File: src/rtl/aeag_pkg.sv
// Package for the array effective address generator: field layouts and modes.
// Assumes a 29-bit effective address and two machine widths, narrow and wide.
package aeag_pkg;

    typedef enum logic [1:0] {
        AEAG_PLANE_BIT,
        AEAG_ROW,
        AEAG_WORD
    } aeag_mode_e;

    localparam int ADDR_W = 29;
    localparam int PLANE_W = 20;
    localparam int ITER_W = 32;
    localparam int MOD_W = 32;

    // Narrow machine: check[28:25], plane[24:5], index[4:0]
    localparam int N_INDEX_W = 5;
    localparam int N_PLANE_LSB = 5;
    localparam int N_CHECK_LSB = 25;
    localparam int N_COMB_BITS = 29;
    localparam int N_PLANE_STEP_BITS = 24;

    // Wide machine: check[28:27], plane[26:7], index[6:1], word[0]
    localparam int W_INDEX_W = 6;
    localparam int W_INDEX_LSB = 1;
    localparam int W_PLANE_LSB = 7;
    localparam int W_CHECK_LSB = 27;
    localparam int W_COMB_BITS = 28;
    localparam int W_PLANE_STEP_BITS = 22;

    localparam logic [ADDR_W-1:0] N_LO_MASK = 29'h0000001F;
    localparam logic [ADDR_W-1:0] N_HI_MASK = 29'h1FFFFFE0;
    localparam logic [ADDR_W-1:0] W_LO_MASK = 29'h0000007E;
    localparam logic [ADDR_W-1:0] W_HI_MASK = 29'h1FFFFF80;
    localparam logic [ADDR_W-1:0] W_WORD_MASK = 29'h00000001;
    localparam logic [ADDR_W-1:0] N_CHECK_MASK = 29'h1E000000;
    localparam logic [ADDR_W-1:0] W_CHECK_MASK = 29'h18000000;

    localparam logic [ADDR_W-1:0] ADDR_RST = 29'h00000000;

endpackage

File: src/rtl/aeag_core.sv
// Effective address generator for plane-and-bit, row and word addressing.
// Assumes all inputs come from sequencer logic on the same clock; the address
// and error are formed combinationally, with a registered copy for the store.
//
// Operation
// - Plane-bit mode: no index-to-plane carry, top carry dropped
// - Narrow split: 4 check, 20 plane, 5 index
// - Wide split: 2 check, 20 plane, 6 index, word
// - Store access with nonzero check bits errors
// - Plane-bit stepping: index wraps, plane steps independently
// - Row mode: index carry enters plane
// - Row and word: 29-bit sum of terms
// - Combined row step: low 29, or 28 shifted
// - Plane-only row step: low 24 or 22 bits
// - Step select picks combined or plane-only term
// - Stepping term only inside loop with request
// - Step direction negative subtracts the term
// - Modifier low 29 bits added when requested
// - Wide row mode clears word field
// - Word mode: word carries to index to plane
// - Narrow word mode behaves as row mode with combined step
// - Word step term: low 29 iteration bits
// - Word mode has no plane-only stepping
// - Store access with plane above limit errors
`timescale 1ns/100ps

module aeag_core (
    input wire logic clock,
    input wire logic rst_n,
    input wire logic req_valid,
    input wire aeag_pkg::aeag_mode_e mode,
    input wire logic wide_machine,
    input wire logic [aeag_pkg::PLANE_W-1:0] instr_plane,
    input wire logic [aeag_pkg::W_INDEX_W-1:0] instr_index,
    input wire logic instr_word,
    input wire logic [aeag_pkg::ITER_W-1:0] iteration,
    input wire logic in_loop,
    input wire logic step_request,
    input wire logic step_plane_only,
    input wire logic step_direction_field,
    input wire logic modify_en,
    input wire logic [aeag_pkg::MOD_W-1:0] modifier,
    input wire logic store_access,
    input wire logic [aeag_pkg::PLANE_W-1:0] plane_limit,
    output logic [aeag_pkg::ADDR_W-1:0] eff_addr,
    output logic [aeag_pkg::PLANE_W-1:0] eff_plane,
    output logic [aeag_pkg::W_INDEX_W-1:0] eff_index,
    output logic eff_word,
    output logic addr_error,
    output logic check_error,
    output logic limit_error,
    output logic valid_q,
    output logic [aeag_pkg::ADDR_W-1:0] addr_q,
    output logic error_q
);

    function automatic logic [aeag_pkg::ADDR_W-1:0] addsub(
        input logic [aeag_pkg::ADDR_W-1:0] a,
        input logic [aeag_pkg::ADDR_W-1:0] b,
        input logic neg
    );
        addsub = neg ? a - b : a + b;
    endfunction

    logic [aeag_pkg::ADDR_W-1:0] instr_term;
    logic [aeag_pkg::ADDR_W-1:0] mod_term;
    logic [aeag_pkg::ADDR_W-1:0] comb_step;
    logic [aeag_pkg::ADDR_W-1:0] plane_step;
    logic [aeag_pkg::ADDR_W-1:0] index_step;
    logic [aeag_pkg::ADDR_W-1:0] row_step;
    logic [aeag_pkg::ADDR_W-1:0] lo_mask;
    logic [aeag_pkg::ADDR_W-1:0] hi_mask;
    logic [aeag_pkg::ADDR_W-1:0] check_mask;
    logic [aeag_pkg::ADDR_W-1:0] pb_lo;
    logic [aeag_pkg::ADDR_W-1:0] pb_hi;
    logic [aeag_pkg::ADDR_W-1:0] pb_addr;
    logic [aeag_pkg::ADDR_W-1:0] row_addr;
    logic [aeag_pkg::ADDR_W-1:0] word_addr;
    logic [aeag_pkg::ADDR_W-1:0] sel_addr;
    logic stepping;
    logic neg;
    logic [aeag_pkg::ADDR_W-1:0] addr_d;
    logic error_d;

    // Composite instruction field; wide keeps the word bit at the bottom
    assign instr_term = wide_machine
        ? {2'h0, instr_plane, instr_index, instr_word}
        : {4'h0, instr_plane, instr_index[aeag_pkg::N_INDEX_W-1:0]};

    assign mod_term = modify_en ? modifier[aeag_pkg::ADDR_W-1:0] : aeag_pkg::ADDR_RST;

    assign stepping = in_loop & step_request;
    assign neg = step_direction_field;

    assign comb_step = wide_machine
        ? {iteration[aeag_pkg::W_COMB_BITS-1:0], 1'h0}
        : iteration[aeag_pkg::N_COMB_BITS-1:0];

    // plane-only step aligned to plane lsb
    assign plane_step = wide_machine
        ? {iteration[aeag_pkg::W_PLANE_STEP_BITS-1:0], 7'h00}
        : {iteration[aeag_pkg::N_PLANE_STEP_BITS-1:0], 5'h00};

    assign index_step = wide_machine
        ? {22'h000000, iteration[aeag_pkg::W_INDEX_W-1:0], 1'h0}
        : {24'h000000, iteration[aeag_pkg::N_INDEX_W-1:0]};

    assign row_step = !stepping ? aeag_pkg::ADDR_RST : (step_plane_only ? plane_step : comb_step);

    assign lo_mask = wide_machine ? aeag_pkg::W_LO_MASK : aeag_pkg::N_LO_MASK;
    assign hi_mask = wide_machine ? aeag_pkg::W_HI_MASK : aeag_pkg::N_HI_MASK;
    assign check_mask = wide_machine ? aeag_pkg::W_CHECK_MASK : aeag_pkg::N_CHECK_MASK;

    // index and plane parts summed apart, no carry between them
    // index wraps within its width while plane steps on its own
    assign pb_lo = addsub(instr_term & lo_mask, stepping ? index_step : aeag_pkg::ADDR_RST, neg)
        + (mod_term & lo_mask);
    assign pb_hi = addsub(instr_term & hi_mask, stepping ? plane_step : aeag_pkg::ADDR_RST, neg)
        + (mod_term & hi_mask);
    // word bit disregarded in plane-bit mode
    assign pb_addr = (pb_lo & lo_mask) | (pb_hi & hi_mask);

    // index carry ripples into plane through one 29-bit add
    // sum of instruction, step and modifier, top carry dropped
    // wide row mode clears the word field
    assign row_addr = (addsub(instr_term, row_step, neg) + mod_term)
        & ~(wide_machine ? aeag_pkg::W_WORD_MASK : aeag_pkg::ADDR_RST);

    // word to index to plane carry in one add
    // combined step from low 29 iteration bits
    // step select ignored, no plane-only stepping
    // narrow word mode equals narrow row mode with combined step
    assign word_addr = addsub(instr_term, stepping ? iteration[aeag_pkg::ADDR_W-1:0] : aeag_pkg::ADDR_RST,
        neg) + mod_term;

    always_comb begin
        sel_addr = aeag_pkg::ADDR_RST;
        unique case (mode)
            aeag_pkg::AEAG_PLANE_BIT: sel_addr = pb_addr;
            aeag_pkg::AEAG_ROW: sel_addr = row_addr;
            aeag_pkg::AEAG_WORD: sel_addr = word_addr;
            default: sel_addr = aeag_pkg::ADDR_RST;
        endcase
    end

    // address is available in the cycle the terms arrive
    assign eff_addr = sel_addr;

    assign eff_plane = wide_machine
        ? sel_addr[aeag_pkg::W_PLANE_LSB +: aeag_pkg::PLANE_W]
        : sel_addr[aeag_pkg::N_PLANE_LSB +: aeag_pkg::PLANE_W];
    assign eff_index = wide_machine
        ? sel_addr[aeag_pkg::W_INDEX_LSB +: aeag_pkg::W_INDEX_W]
        : {1'h0, sel_addr[aeag_pkg::N_INDEX_W-1:0]};
    assign eff_word = wide_machine & sel_addr[0];

    // nonzero check bits on a store access
    assign check_error = store_access & ((sel_addr & check_mask) != aeag_pkg::ADDR_RST);
    assign limit_error = store_access & (eff_plane > plane_limit);
    // one error output for both failures
    assign addr_error = check_error | limit_error;

    assign addr_d = req_valid ? sel_addr : addr_q;
    assign error_d = req_valid & addr_error;

    // Registered copy for the store access stage
    always_ff @(posedge clock) begin
        if (!rst_n) begin
            valid_q <= 1'h0;
            addr_q <= aeag_pkg::ADDR_RST;
            error_q <= 1'h0;
        end else begin
            valid_q <= req_valid;
            addr_q <= addr_d;
            error_q <= error_d;
        end
    end

    chk_pb_no_carry: assert property (
        @(posedge clock) disable iff (!rst_n)
        (mode == aeag_pkg::AEAG_PLANE_BIT && !wide_machine && !modify_en && stepping && !neg
            && iteration[aeag_pkg::N_INDEX_W-1:0] == 5'h01 && iteration[23:0] == 24'h000001
            && instr_index[4:0] == 5'h1F)
        |-> (eff_index == 6'h00 && eff_plane == instr_plane + 20'h00001))
        else $error("plane-bit index carry leaked into plane");

    chk_narrow_split: assert property (
        @(posedge clock) disable iff (!rst_n)
        !wide_machine |-> (eff_plane == eff_addr[24:5] && eff_index == {1'h0, eff_addr[4:0]} && !eff_word))
        else $error("narrow field split wrong");

    chk_wide_split: assert property (
        @(posedge clock) disable iff (!rst_n)
        (wide_machine && mode == aeag_pkg::AEAG_PLANE_BIT) |-> (!eff_word && eff_plane == eff_addr[26:7]))
        else $error("wide plane-bit split wrong");

    chk_check_error: assert property (
        @(posedge clock) disable iff (!rst_n)
        (store_access && (wide_machine ? eff_addr[28:27] != 2'h0 : eff_addr[28:25] != 4'h0)) |-> addr_error)
        else $error("check bits nonzero without error");

    chk_row_carry: assert property (
        @(posedge clock) disable iff (!rst_n)
        (mode == aeag_pkg::AEAG_ROW && !wide_machine && !modify_en && stepping && !neg && !step_plane_only
            && iteration[28:0] == 29'h00000001 && instr_index[4:0] == 5'h1F && instr_plane != 20'hFFFFF)
        |-> (eff_index == 6'h00 && eff_plane == instr_plane + 20'h00001))
        else $error("row carry did not reach plane");

    chk_step_gate: assert property (
        @(posedge clock) disable iff (!rst_n)
        (!stepping && !modify_en && mode != aeag_pkg::AEAG_PLANE_BIT && !wide_machine)
        |-> eff_addr == {4'h0, instr_plane, instr_index[4:0]})
        else $error("address changed without step or modifier");

    chk_neg_step: assert property (
        @(posedge clock) disable iff (!rst_n)
        (mode == aeag_pkg::AEAG_WORD && stepping && neg && !modify_en)
        |-> eff_addr + iteration[28:0] == instr_term)
        else $error("negative step not subtracted");

    chk_mod_add: assert property (
        @(posedge clock) disable iff (!rst_n)
        (mode == aeag_pkg::AEAG_WORD && !stepping && modify_en)
        |-> eff_addr == instr_term + modifier[28:0])
        else $error("modifier not added");

    chk_row_word: assert property (
        @(posedge clock) disable iff (!rst_n)
        (mode == aeag_pkg::AEAG_ROW && wide_machine) |-> !eff_word)
        else $error("row mode used word field");

    chk_limit_error: assert property (
        @(posedge clock) disable iff (!rst_n)
        (store_access && eff_plane > plane_limit) |-> addr_error)
        else $error("plane above limit without error");

    chk_error_combine: assert property (
        @(posedge clock) disable iff (!rst_n)
        !store_access |-> !addr_error ##1 (error_q == 1'h0))
        else $error("error without store access");

    chk_reg_copy: assert property (
        @(posedge clock) disable iff (!rst_n)
        req_valid |=> (valid_q && addr_q == $past(eff_addr) && error_q == $past(addr_error)))
        else $error("registered copy does not follow");

    chk_pb_narrow_step: assert property (
        @(posedge clock) disable iff (!rst_n)
        (mode == aeag_pkg::AEAG_PLANE_BIT && !wide_machine && stepping && !neg && !modify_en)
        |-> (eff_index[4:0] == instr_index[4:0] + iteration[4:0] && eff_plane == instr_plane + iteration[19:0]))
        else $error("narrow plane-bit stepping wrong");

    chk_pb_wide_step: assert property (
        @(posedge clock) disable iff (!rst_n)
        (mode == aeag_pkg::AEAG_PLANE_BIT && wide_machine && stepping && !neg && !modify_en)
        |-> (eff_index == instr_index + iteration[5:0] && eff_plane == instr_plane + iteration[19:0]
            && !eff_word))
        else $error("wide plane-bit stepping wrong");

    chk_row_plane_step: assert property (
        @(posedge clock) disable iff (!rst_n)
        (mode == aeag_pkg::AEAG_ROW && stepping && step_plane_only && !neg && !modify_en)
        |-> (eff_plane == instr_plane + iteration[19:0]
            && eff_index == (wide_machine ? instr_index : {1'h0, instr_index[4:0]})))
        else $error("plane-only row step wrong");

    chk_row_comb_wide: assert property (
        @(posedge clock) disable iff (!rst_n)
        (mode == aeag_pkg::AEAG_ROW && wide_machine && stepping && neg && !step_plane_only && !modify_en)
        |-> eff_addr + {iteration[27:0], 1'h0} == {2'h0, instr_plane, instr_index, 1'h0})
        else $error("wide combined row step wrong");

    chk_word_step: assert property (
        @(posedge clock) disable iff (!rst_n)
        (mode == aeag_pkg::AEAG_WORD && stepping && !neg && !modify_en)
        |-> eff_addr == (wide_machine ? {2'h0, instr_plane, instr_index, instr_word}
            : {4'h0, instr_plane, instr_index[4:0]}) + iteration[28:0])
        else $error("word step wrong");

    chk_narrow_word_row: assert property (
        @(posedge clock) disable iff (!rst_n)
        (mode == aeag_pkg::AEAG_WORD && !wide_machine && !neg)
        |-> eff_addr == {4'h0, instr_plane, instr_index[4:0]} + (stepping ? iteration[28:0] : 29'h0)
            + (modify_en ? modifier[28:0] : 29'h0))
        else $error("narrow word mode differs from row mode");

    chk_reg_hold: assert property (
        @(posedge clock) disable iff (!rst_n)
        !req_valid |=> (!valid_q && !error_q && addr_q == $past(addr_q)))
        else $error("registered copy changed without request");

    chk_limit_clear: assert property (
        @(posedge clock) disable iff (!rst_n)
        (store_access && eff_plane <= plane_limit
            && (wide_machine ? eff_addr[28:27] == 2'h0 : eff_addr[28:25] == 4'h0)) |-> !addr_error)
        else $error("error raised with address in range");

endmodule

File: config.mk
export PLATFORM = sky130hd
export DESIGN_NAME = aeag_core
export DESIGN_NICKNAME = d
export VERILOG_FILES = /design/src/rtl/aeag_pkg.sv /design/src/rtl/aeag_core.sv
export SDC_FILE = /design/constraint.sdc
export NUM_CORES = 1
export LEC_CHECK = 0
export BUFFER_PORTS_ARGS = -buffer_cell sky130_fd_sc_hd__buf_4
export CAP_MARGIN = 20
export CORE_ASPECT_RATIO = 1.75
export CORE_MARGIN = 8
export CORE_UTILIZATION = 60
export DETAILED_ROUTE_END_ITERATION = 8
export PLACE_DENSITY_LB_ADDON = 0.1
export SYNTH_ARGS = -nofsm -noshare
export SYNTH_HDL_FRONTEND = slang
export SYNTH_SLANG_ARGS = --single-unit
File: constraint.sdc
create_clock -name clock -period 17 [get_ports clock]
set_input_delay 1.7 -clock clock [delete_from_list [all_inputs] [get_ports clock]]
set_output_delay 1.7 -clock clock [all_outputs]
set_load 0.02 [all_outputs]
## Word level (Yosys, flattened, before mapping)

Index checks and enable logic that the tools add are counted.
Widths: inputs -> output; s select.

| word-level totals | value |
|---|---|
| register bits | 31 |
| input port bits | 123 |
| output and inout bits | 90 |
| logic and storage cells | 57 |

| operators by class | value |
|---|---|
| add/sub/neg operators | 12 |
| $lt $le $gt $ge | 1 |
| eq/ne operators | 2 |
| multiplexer cells | 21 |
| bitwise gates (word level) | 16 |
| reduce and logical (&&, ||, !) cells | 2 |

Operator list:

| operator | count |
|---|---|
| $mux 29 | 11 |
| $add 29x29->29 | 5 |
| $and 29x29->29 | 4 |
| $pmux 29 s3 | 1 |
| $add 27x29->29 | 2 |
| $and 29x7->29 | 2 |
| $sub 27x29->29 | 2 |
| $mux 27 | 2 |
| $and 27x29->29 | 1 |
| $not 1->29 | 1 |
| $or 29x29->29 | 1 |
| $reduce_bool 29->1 | 1 |
| $sub 29x29->29 | 1 |
| $add 27x7->28 | 1 |
| $mux 7 | 4 |
| $sub 27x7->28 | 1 |
| $and 27x7->27 | 1 |
| $gt 20x20->1 | 1 |
| $mux 20 | 1 |
| $mux 6 | 1 |
| $and 1x1->1 | 5 |
| $eq 2x1->1 const B | 1 |
| $eq 2x2->1 const B | 1 |
| $logic_not 2->1 | 1 |
| other kinds (2) | 2 |

## Logic depth before layout (Yosys ltp)

Gate-level depths: netlist (run 1).

| depth | value |
|---|---|
| depth after elaboration | 13 |
| gate-level depth with buffers | 47 |
| mapped depth without buffers | 44 |

## Worst setup path after synthesis (run 1)

Ideal clock, no wire load.

| timing | value |
|---|---|
| kind | input to output |
| start point | input wide_machine |
| end point | output addr_error |
| data arrival time | 9903 ps |
| data required time | 15300 ps |
| setup slack | 5397 ps |
| stages | 42 |
| buffers on the path | 6 |
| cells stage by stage | buf_4 > buf_2 > buf_6 > buf_4 > buf_2 > clkbuf_1 > a21oi_1 > inv_1 > nand2_1 > ha_1 > inv_1 > a221oi_1 > nand4b_1 > nor2_1 > nor2_1 > xor2_1 > ha_1 > a21o_1 > [... 6 more ...] > ha_1 > and3_1 > and3_1 > a221oi_1 > o31a_1 > a21oi_1 > a41o_1 > mux2_2 > a211oi_1 > mux2i_1 > ha_1 > nand4_1 > or4_1 > nor2_1 > nor2_1 > a21oi_1 > nor2_1 > a31oi_1 |

| between the ends | value |
|---|---|
| longest elaborated chain between the ends | 12 |
| elaborated cells between the ends (all ways) | 45 |
| classes of those cells | 12 x add/sub; 1 x order compare; 18 x mux; 13 x bitwise; 1 x reduce/logical |

RTL lines:

| what | line | source |
|---|---|---|
| start, declared | aeag_core.sv:32 | `input wire logic wide_machine,` |
| $mux 29, or another cell as far along | aeag_core.sv:96 | `? {iteration[aeag_pkg::W_COMB_BITS-1:0], 1'h0}` |
| $mux 29, or another cell as far along (2 in series) | aeag_core.sv:108 | `assign row_step = !stepping ? aeag_pkg::ADDR_RST : (step_plane_only ? plane_step : comb_step);` |
| $add 27x29->29, or another cell as far along | aeag_core.sv:62 | `addsub = neg ? a - b : a + b;` |
| $mux 29, or another cell as far along | aeag_core.sv:62 |  |
| $add 29x29->29, or another cell as far along | aeag_core.sv:126 | `assign row_addr = (addsub(instr_term, row_step, neg) + mod_term)` |
| $and 29x29->29 / $or 29x29->29 (equally long branches) | aeag_core.sv:127, aeag_core.sv:121 |  |
| $pmux 29 s3 | aeag_core.sv:138 | `unique case (mode)` |
| $mux 20 * | aeag_core.sv:150 | `? sel_addr[aeag_pkg::W_PLANE_LSB +: aeag_pkg::PLANE_W]` |
| via eff_plane, one bit | aeag_core.sv:46 | `output logic [aeag_pkg::PLANE_W-1:0] eff_plane,` |
| $gt 20x20->1 * | aeag_core.sv:159 | `assign limit_error = store_access & (eff_plane > plane_limit);` |
| $and 1x1->1 * | aeag_core.sv:159 |  |
| $or 1x1->1 * | aeag_core.sv:161 | `assign addr_error = check_error \| limit_error;` |
| end, declared | aeag_core.sv:49 | `output logic addr_error,` |

Mark *: on every way through the listed nets, which the timed path passes. The rest lies on a longest branch.

## Worst setup path after layout (run 1)

| timing | value |
|---|---|
| start point | input in_loop |
| end point | output addr_error |

| between the ends | value |
|---|---|
| longest elaborated chain between the ends | 12 |
| elaborated cells between the ends (all ways) | 33 |
| classes of those cells | 12 x add/sub; 1 x order compare; 10 x mux; 9 x bitwise; 1 x reduce/logical |

RTL lines:

| what | line | source |
|---|---|---|
| start, declared | aeag_core.sv:37 | `input wire logic in_loop,` |
| $and 1x1->1 * | aeag_core.sv:92 | `assign stepping = in_loop & step_request;` |
| $mux 29 / $mux 7 (equally long branches) | aeag_core.sv:118, aeag_core.sv:116 |  |
| $add 29x29->29, or another cell as far along | aeag_core.sv:62 |  |
| $mux 29 | aeag_core.sv:62 |  |
| $add 29x29->29, on equally long branches | aeag_core.sv:119, aeag_core.sv:117 |  |
| $and 29x29->29 / $and 29x7->29 (equally long branches) | aeag_core.sv:121 | `assign pb_addr = (pb_lo & lo_mask) \| (pb_hi & hi_mask);` |
| $or 29x29->29 | aeag_core.sv:121 |  |
| $pmux 29 s3 * | aeag_core.sv:138 |  |
| $mux 20 / $and 29x29->29 (equally long branches) | aeag_core.sv:150, aeag_core.sv:158 |  |
| $gt 20x20->1 / $reduce_bool 29->1 (equally long branches) | aeag_core.sv:159, aeag_core.sv:158 |  |
| $and 1x1->1, on equally long branches | aeag_core.sv:159, aeag_core.sv:158 |  |
| $or 1x1->1 * | aeag_core.sv:161 |  |

Every way passes the cells marked *; elsewhere a longest branch is shown, timed or not.

==> flow_metrics.env, run 1 <==
export IMPL_yosysWarnings=0
export IMPL_hp_class="register to register"
export IMPL_numPortBuffers=206
export IMPL_die_area_mm2=0.0290
export IMPL_powerDensity_mw_per_mm2=95.3
export IMPL_p_int_uw=702
export IMPL_min_period_over_period_pct=79.4
export IMPL_cts_buffers=5
export IMPL_arrival_ns=11.80
export IMPL_grt_pass1_vias=15418
export IMPL_worst_r2r_path_depth=3
export IMPL_drive_gt1_share_pct=13.3
export IMPL_p_leak_nw=7.43
export IMPL_grt_usage_pct=31.8
export IMPL_switching_share_pct=54.0
export IMPL_synth_area_leaders="ha_1 (18%), a21oi_1 (7.7%), xnor2_1 (7.0%), nor2_1 (5.7%), xor2_1 (4.6%)"
export IMPL_clk_latency_ns=0.28
export IMPL_core_area_mm2=0.0233
export IMPL_syn_to_final_growth_pct=12.8
export IMPL_path_clk_slew_ns=0.05
export IMPL_tightest_slew_ns=1.00
export IMPL_worstReg2RegStart="addr_q[14]$_SDFFE_PN0P_"
export IMPL_p_comb_share_pct=87.3
export IMPL_setup_slack_ns=3.50
export IMPL_fin_crit_ns=13.50
export IMPL_totalWireLength_um=49000
export IMPL_nets=2498
export IMPL_grt_overflow=0
export IMPL_hold_buffers=0
export IMPL_fin_worst_skew_ns=0
export IMPL_clkPwrFrac_pct=7.0
export IMPL_hold_path_depth=2
export IMPL_synthArstFlopShare_pct=0
export IMPL_clockRootBuffer="clkbuf_16"
export IMPL_cp_max_fo=74
export IMPL_dp_hpwl_um=40500
export IMPL_final_util_pct=68.6
export IMPL_htreeDepth=2
export IMPL_cts_tree="built"
export IMPL_synth_edf_count=0
export IMPL_timing_final_hold_violations=0
export IMPL_post_cts_resized=0
export IMPL_switchingPower_uw=824
export IMPL_seq_power_share_pct=5.7
export IMPL_r2r_end="addr_q[14]$_SDFFE_PN0P_"
export IMPL_critPathMaxStageDelay_ns=0.67
export IMPL_synth_top_area_cell="ha_1"
export IMPL_num_rows=74
export IMPL_syn_num_nets=2360
export IMPL_die_y_um=219
export IMPL_io_pins=213
export IMPL_post_drt_via_cell_ratio=6.45
export IMPL_setup_viol=0
export IMPL_antenna_found_initial=0
export IMPL_first_iter_violations=1068
export IMPL_drc=0
export IMPL_stdcell_area_mm2=0.0160
export IMPL_critPathCaptureType="primary output"
export IMPL_fmax_ghz=0.0741
export IMPL_crit_end="addr_error"
export IMPL_clock_sinks=31
export IMPL_post_cts_buffers=0
export IMPL_path_class="primary input to primary output"
export IMPL_startpoint="in_loop"
export IMPL_synth_top_area_share_pct=17.7
export IMPL_critPathLaunchType="primary input"
export IMPL_wl_per_cell_um=19.8
export IMPL_postPlaceCellArea_mm2=0.0158
export IMPL_place_ws_ns=3.74
export IMPL_dieWidth_um=132
export IMPL_netlist_area_mm2=0.0142
export IMPL_vias=15926
export IMPL_avgSynthCellArea_um2=7.00
export IMPL_grt_max_degree=75
export IMPL_synth_cells=2028
export IMPL_ir_drop_uv=61.8
export IMPL_initial_utilization_pct=60.8
export IMPL_status="finished clean"
export IMPL_clk_path_buf_depth=2
export IMPL_tns_ns=0
export IMPL_cap_violations=0
export IMPL_rsz0062_at_grt="no"
export IMPL_antenna_left=0
export IMPL_rrSetupSlack_ns=16.21
export IMPL_synth_top_flop_cell="dfxtp_1"
export IMPL_slew_headroom_pct=33.1
export IMPL_dr_pass1_iters=6
export IMPL_crit_required_ns=15.30
export IMPL_gp_congestion=0.987
export IMPL_antenna_cells=0
export IMPL_finalMaxSlewViolations=0
export IMPL_ys_types=82
export IMPL_ys_seq_elements=31
export IMPL_yosysSeqAreaShare_pct=4.37
export IMPL_grt_pass1_wl_um=76100
export IMPL_critPathSlowestCell="a2111oi_0"
-- cell type report --
class                      count  area, um2
multi-input combinational   1789      12800
tap                          304        380
fill                        2176       7320
inverter                     123        462
clock inverter                 2       35.0
timing repair buffer         216       1620
sequential                    31        621
clock buffer                   6        139
-- Yosys cell counts, types with 11 or more instances --
cell type	number
mux4_2	13
a21boi_0	13
buf_1	13
nor3_1	44
clkbuf_1	59
xnor2_1	113
nand2_1	136
o22ai_1	12
mux2i_1	42
o31ai_1	13
and3_1	12
xor2_1	74
and2_1	46
a21oi_1	217
dfxtp_1	31
or4_1	11
mux2_2	34
nand3_1	33
nor2_1	214
o21ai_0	110
a21o_1	54
nand4_1	15
nand2b_1	41
a31oi_1	37
nor2b_1	31
ha_1	201
o21bai_1	25
a211oi_1	43
o21a_1	36
inv_1	121
o211ai_1	16
-- worst min path at each step --
stage | end | slack, ns | startpoint
global placement | addr_q[5]$_SDFFE_PN0P_ | 0.47 | addr_q[5]$_SDFFE_PN0P_
CTS | addr_q[12]$_SDFFE_PN0P_ | 0.48 | addr_q[12]$_SDFFE_PN0P_
finish | addr_q[6]$_SDFFE_PN0P_ | 0.48 | addr_q[6]$_SDFFE_PN0P_
global route | addr_q[3]$_SDFFE_PN0P_ | 0.50 | addr_q[3]$_SDFFE_PN0P_
floorplan | addr_q[27]$_SDFFE_PN0P_ | 0.55 | addr_q[27]$_SDFFE_PN0P_
detailed placement | addr_q[6]$_SDFFE_PN0P_ | 0.48 | addr_q[6]$_SDFFE_PN0P_
-- worst max-delay path: cells and delay by family --
| kind | cells | cell delay (ns) |
|---|---|---|
| adder cells (fa/ha/maj) | 4 | 1.57 |
| AO/OA/AOI/OAI | 15 | 4.40 |
| XOR/XNOR | 2 | 0.26 |
| buffers and inverters | 3 | 0.87 |
| AND/OR/NAND/NOR | 14 | 2.92 |
-- flip-flops by register name, summed over array words and instances, names as in the netlist --
register and flops:
addr_q 29, error_q 1, valid_q 1
-- power by group through the flow --
stage	combinational, mW	clock (mW)	sequential [mW]
floorplan	0.935	0	0.101
global placement	1.28	0	0.0888
detailed placement	1.30	0	0.0891
CTS	1.31	0.107	0.0876
global route	1.45	0.109	0.0888
finish	1.33	0.106	0.0876
-- cells by family (layout without fill, tap and decap cells) --
kind of cell               Yosys count  in the layout  synth area share, %
muxes                               90             90                 7.80
buffers and inverters              208            347                 5.76
and+or+nand+nor                    627            627                 21.3
DFF                                 31             31                 4.37
xor gates and xnor gates           188            188                 11.7
AOI/OAI and AO/OA                  675            675                 30.3
adders and majority gates          209            209                 18.8
-- cells in the final DEF (no fill, tap or decap), types with 43 or more instances in the layout --
cell type	instances
nor3_1	44
nand2_1	136
inv_1	121
a211oi_1	43
a21o_1	54
xnor2_1	113
nor2_1	214
buf_4	216
ha_1	201
and2_1	45
xor2_1	74
a21oi_1	217
o21ai_0	110
-- metal layers --
metal  routed length [um]  part of all wire [%]  vias to the layer above  track usage, %
met5                    0                     0                        -               0
met4                 2810                   5.7                        0            18.6
met3                 2880                   5.9                      158            2.67
met2                24400                    50                      672            58.5
met1                18900                    39                     7421            35.1
li1                     -                     -                     7675               -
-- metrics by stage --
step	power, mW	cells	hold slack (ns)
6_report	1.53	2471	0.480
5_1_grt	1.65	2471	0.501
4_1_cts	1.51	2471	0.484
3_3_place_gp	1.37	2463	0.473
3_5_place_dp	1.39	2463	0.477
2_1_floorplan	1.04	2028	0.553
No activity file was read; power rests on OpenSTA's default activity.
==> inputs of run 2 (changes only) <==
--- a/config.mk
+++ b/config.mk
@@ -5,6 +5,7 @@
 export SDC_FILE = /design/constraint.sdc
 export NUM_CORES = 1
 export LEC_CHECK = 0
+export ABC_AREA = 1
 export BUFFER_PORTS_ARGS = -buffer_cell sky130_fd_sc_hd__buf_4
 export CAP_MARGIN = 20
 export CORE_ASPECT_RATIO = 1.75
==> constraint.sdc (replaced) <==
create_clock -name clock -period 13.7 [get_ports clock]
set_input_delay 1.37 -clock clock [delete_from_list [all_inputs] [get_ports clock]]
set_output_delay 1.37 -clock clock [all_outputs]
set_load 0.02 [all_outputs]
==> flow_metrics.env, run 2 <==
export IMPL_status="finished clean"
export IMPL_hold_start="addr_q[5]$_SDFFE_PN0P_"
export IMPL_powerDensity_mw_per_mm2=129
export IMPL_wl_per_cell_um=19.0
export IMPL_synth_top_area_share_pct=16.7
export IMPL_nets=3150
export IMPL_syn_to_final_growth_pct=11.8
export IMPL_drc=0
export IMPL_io_pins=213
export IMPL_synth_cells=2661
export IMPL_timing_final_hold_violations=0
export IMPL_die_area_mm2=0.0306
export IMPL_dp_hpwl_um=50400
export IMPL_switching_share_pct=62.0
export IMPL_post_drt_via_cell_ratio=6.03
export IMPL_antenna_cells=0
export IMPL_synthArstFlopShare_pct=0
export IMPL_ys_types=54
export IMPL_worstReg2RegStart="addr_q[25]$_SDFFE_PN0P_"
export IMPL_slew_headroom_pct=32.9
export IMPL_startpoint="wide_machine"
export IMPL_synth_area_leaders="ha_1 (17%), nand2_1 (17%), inv_1 (9.7%), a21oi_1 (8.0%), o21ai_0 (7.3%)"
export IMPL_syn_num_nets=2993
export IMPL_grt_max_degree=92
export IMPL_core_area_mm2=0.0246
export IMPL_cts_buffers=5
export IMPL_path_clk_slew_ns=0.06
export IMPL_initial_utilization_pct=61.0
export IMPL_clk_latency_ns=0.29
export IMPL_finalMaxSlewViolations=0
export IMPL_synth_top_flop_cell="dfxtp_1"
export IMPL_clkPwrFrac_pct=5.2
export IMPL_numPortBuffers=206
export IMPL_cp_top_family="simple AND/OR/NAND/NOR gates"
export IMPL_vias=18892
export IMPL_placedCellCount=3123
export IMPL_dieWidth_um=136
export IMPL_grt_pass1_vias=18425
export IMPL_switchingPower_mw=1.35
export IMPL_tns_ns=0
export IMPL_grt_pass1_wl_um=90400
export IMPL_grt_usage_pct=37.5
export IMPL_gp_congestion=1.04
export IMPL_grt_overflow=0
export IMPL_first_iter_violations=1478
export IMPL_die_y_um=225
export IMPL_regMostFlops="addr_q"
export IMPL_seq_power_share_pct=5.1
export IMPL_cap_violations=0
export IMPL_crit_required_ns=12.33
export IMPL_min_to="addr_q[5]$_SDFFE_PN0P_"
export IMPL_r2r_end="addr_q[25]$_SDFFE_PN0P_"
export IMPL_antenna_left=0
export IMPL_totalWireLength_um=59400
export IMPL_yosysMostFrequentCell="nand2_1"
export IMPL_yosysSeqAreaShare_pct=4.13
export IMPL_clockRootBuffer="clkbuf_16"
export IMPL_clk_path_buf_depth=2
export IMPL_yosysWarnings=0
export IMPL_ys_seq_elements=31
export IMPL_drive_gt1_share_pct=11.2
export IMPL_largest_reg_flops=29
export IMPL_ir_drop_uv=56.4
export IMPL_tightest_slew_ns=1.01
export IMPL_final_cell_mix="nand2_1 (666), inv_1 (388), a21oi_1 (240), nor2_1 (220), o21ai_0 (220)"
export IMPL_p_total_mw=2.17
export IMPL_hold_buffers=0
export IMPL_post_cts_resized=0
export IMPL_reg_largest_list="addr_q: 29 flops, error_q: 1 flops, valid_q: 1 flops"
export IMPL_fin_crit_ns=12.35
export IMPL_post_cts_buffers=0
export IMPL_critPathLaunchType="primary input"
export IMPL_worst_r2r_path_depth=2
export IMPL_cp_common_cell="nand2_1"
export IMPL_rrSetupSlack_ns=12.96
export IMPL_avgSynthCellArea_um2=5.64
export IMPL_worst_path_stages=43
export IMPL_cp_max_fo=91
export IMPL_path_class="primary input to primary output"
export IMPL_critPathCaptureType="primary output"
export IMPL_dr_pass1_iters=6
export IMPL_clock_sinks=31
export IMPL_p_int_uw=824
export IMPL_htreeDepth=2
export IMPL_final_util_pct=68.2
export IMPL_synthTopCellsByCount="nand2_1 (666), inv_1 (388), a21oi_1 (240)"
export IMPL_final_common_cell="nand2_1"
export IMPL_cts_tree="built"
export IMPL_synth_edf_count=0
export IMPL_final_cell_count_no_fill=3131
export IMPL_antenna_found_initial=0
export IMPL_critPathMaxStageDelay_ns=0.74
export IMPL_p_leak_nw=9.47
export IMPL_setup_viol=0
export IMPL_min_period_over_period_pct=90.1
export IMPL_arrival_ns=10.98
export IMPL_num_rows=76
export IMPL_hold_path_depth=2
export IMPL_netlist_area_mm2=0.0150
export IMPL_critPathSlowestCell="buf_4"
export IMPL_synth_top_area_cell="ha_1"
export IMPL_fin_worst_skew_ns=0
export IMPL_rsz0062_at_grt="no"
export IMPL_fmax_ghz=0.0810
export IMPL_hp_class="register to register"
export IMPL_cp_buffers_inverters=7
export IMPL_p_comb_share_pct=89.8
==> run 2: cell types whose count changed after synthesis, sizes merged, moves of 42 or more <==
cell	previous run	this run
xnor2	114	53
nand3	33	176
and2	46	0
inv	122	391
o21ai	119	237
nand2	136	714
mux2i	42	0
==> run 2: stage by stage <==
stage	hold WS, ns	setup slack (ns)	area, um2
floorplan	0.594	4.42	15000
global placement	0.465	1.99	16600
detailed placement	0.477	1.72	16600
CTS	0.493	1.71	16800
global route	0.523	0.733	16800
finish	0.493	1.35	16800
==> run 2: worst register-to-register path: stages (launching register included) <==
cell and delay [ns]:
dfxtp_1 0.45, o21ai_0 0.12, nor2_1 0.11
==> run 2: layer usage <==
layer  vias up  track usage [%]  part of all wire [%]
li1       9124                -                     -
met1      8510             37.1                    34
met2       997             69.2                    50
met3       261             3.06                   6.9
met4         0             30.3                   8.6
met5         -                0                     0
==> run 2: cells by family after synthesis <==
| group | synth area share (%) |
|---|---|
| AND/OR/NAND/NOR | 35.0 |
| AO/OA/AOI/OAI | 21.7 |
| flip-flops | 4.13 |
| XOR/XNOR | 9.33 |
| adder cells (fa/ha/maj) | 17.8 |
| buffers and inverters | 12.1 |
==> run 2: final cells by class <==
type	instances	area [um2]
clock buffer	6	129
clock inverter	2	12.5
fill	2354	7840
inverter	392	1480
multi-input combinational	2179	12600
sequential	31	621
tap	312	390
timing repair buffer	209	1570
==> run 2: power groups by stage <==
stage	clock network [mW]	logic, mW	registers (mW)
2_1_floorplan	0	1.29	0.125
3_3_place_gp	0	1.85	0.112
3_5_place_dp	0	1.89	0.112
4_1_cts	0.112	1.90	0.110
5_1_grt	0.115	2.11	0.112
6_report	0.112	1.95	0.110
==> run 2: how the worst max path moves through the flow <==
stage	end	slack, ns
final	addr_error	1.35
after global routing	limit_error	0.73
after CTS	addr_error	1.71
after detailed placement	addr_error	1.72
after global placement	addr_error	1.99
after floorplan	addr_error	4.42
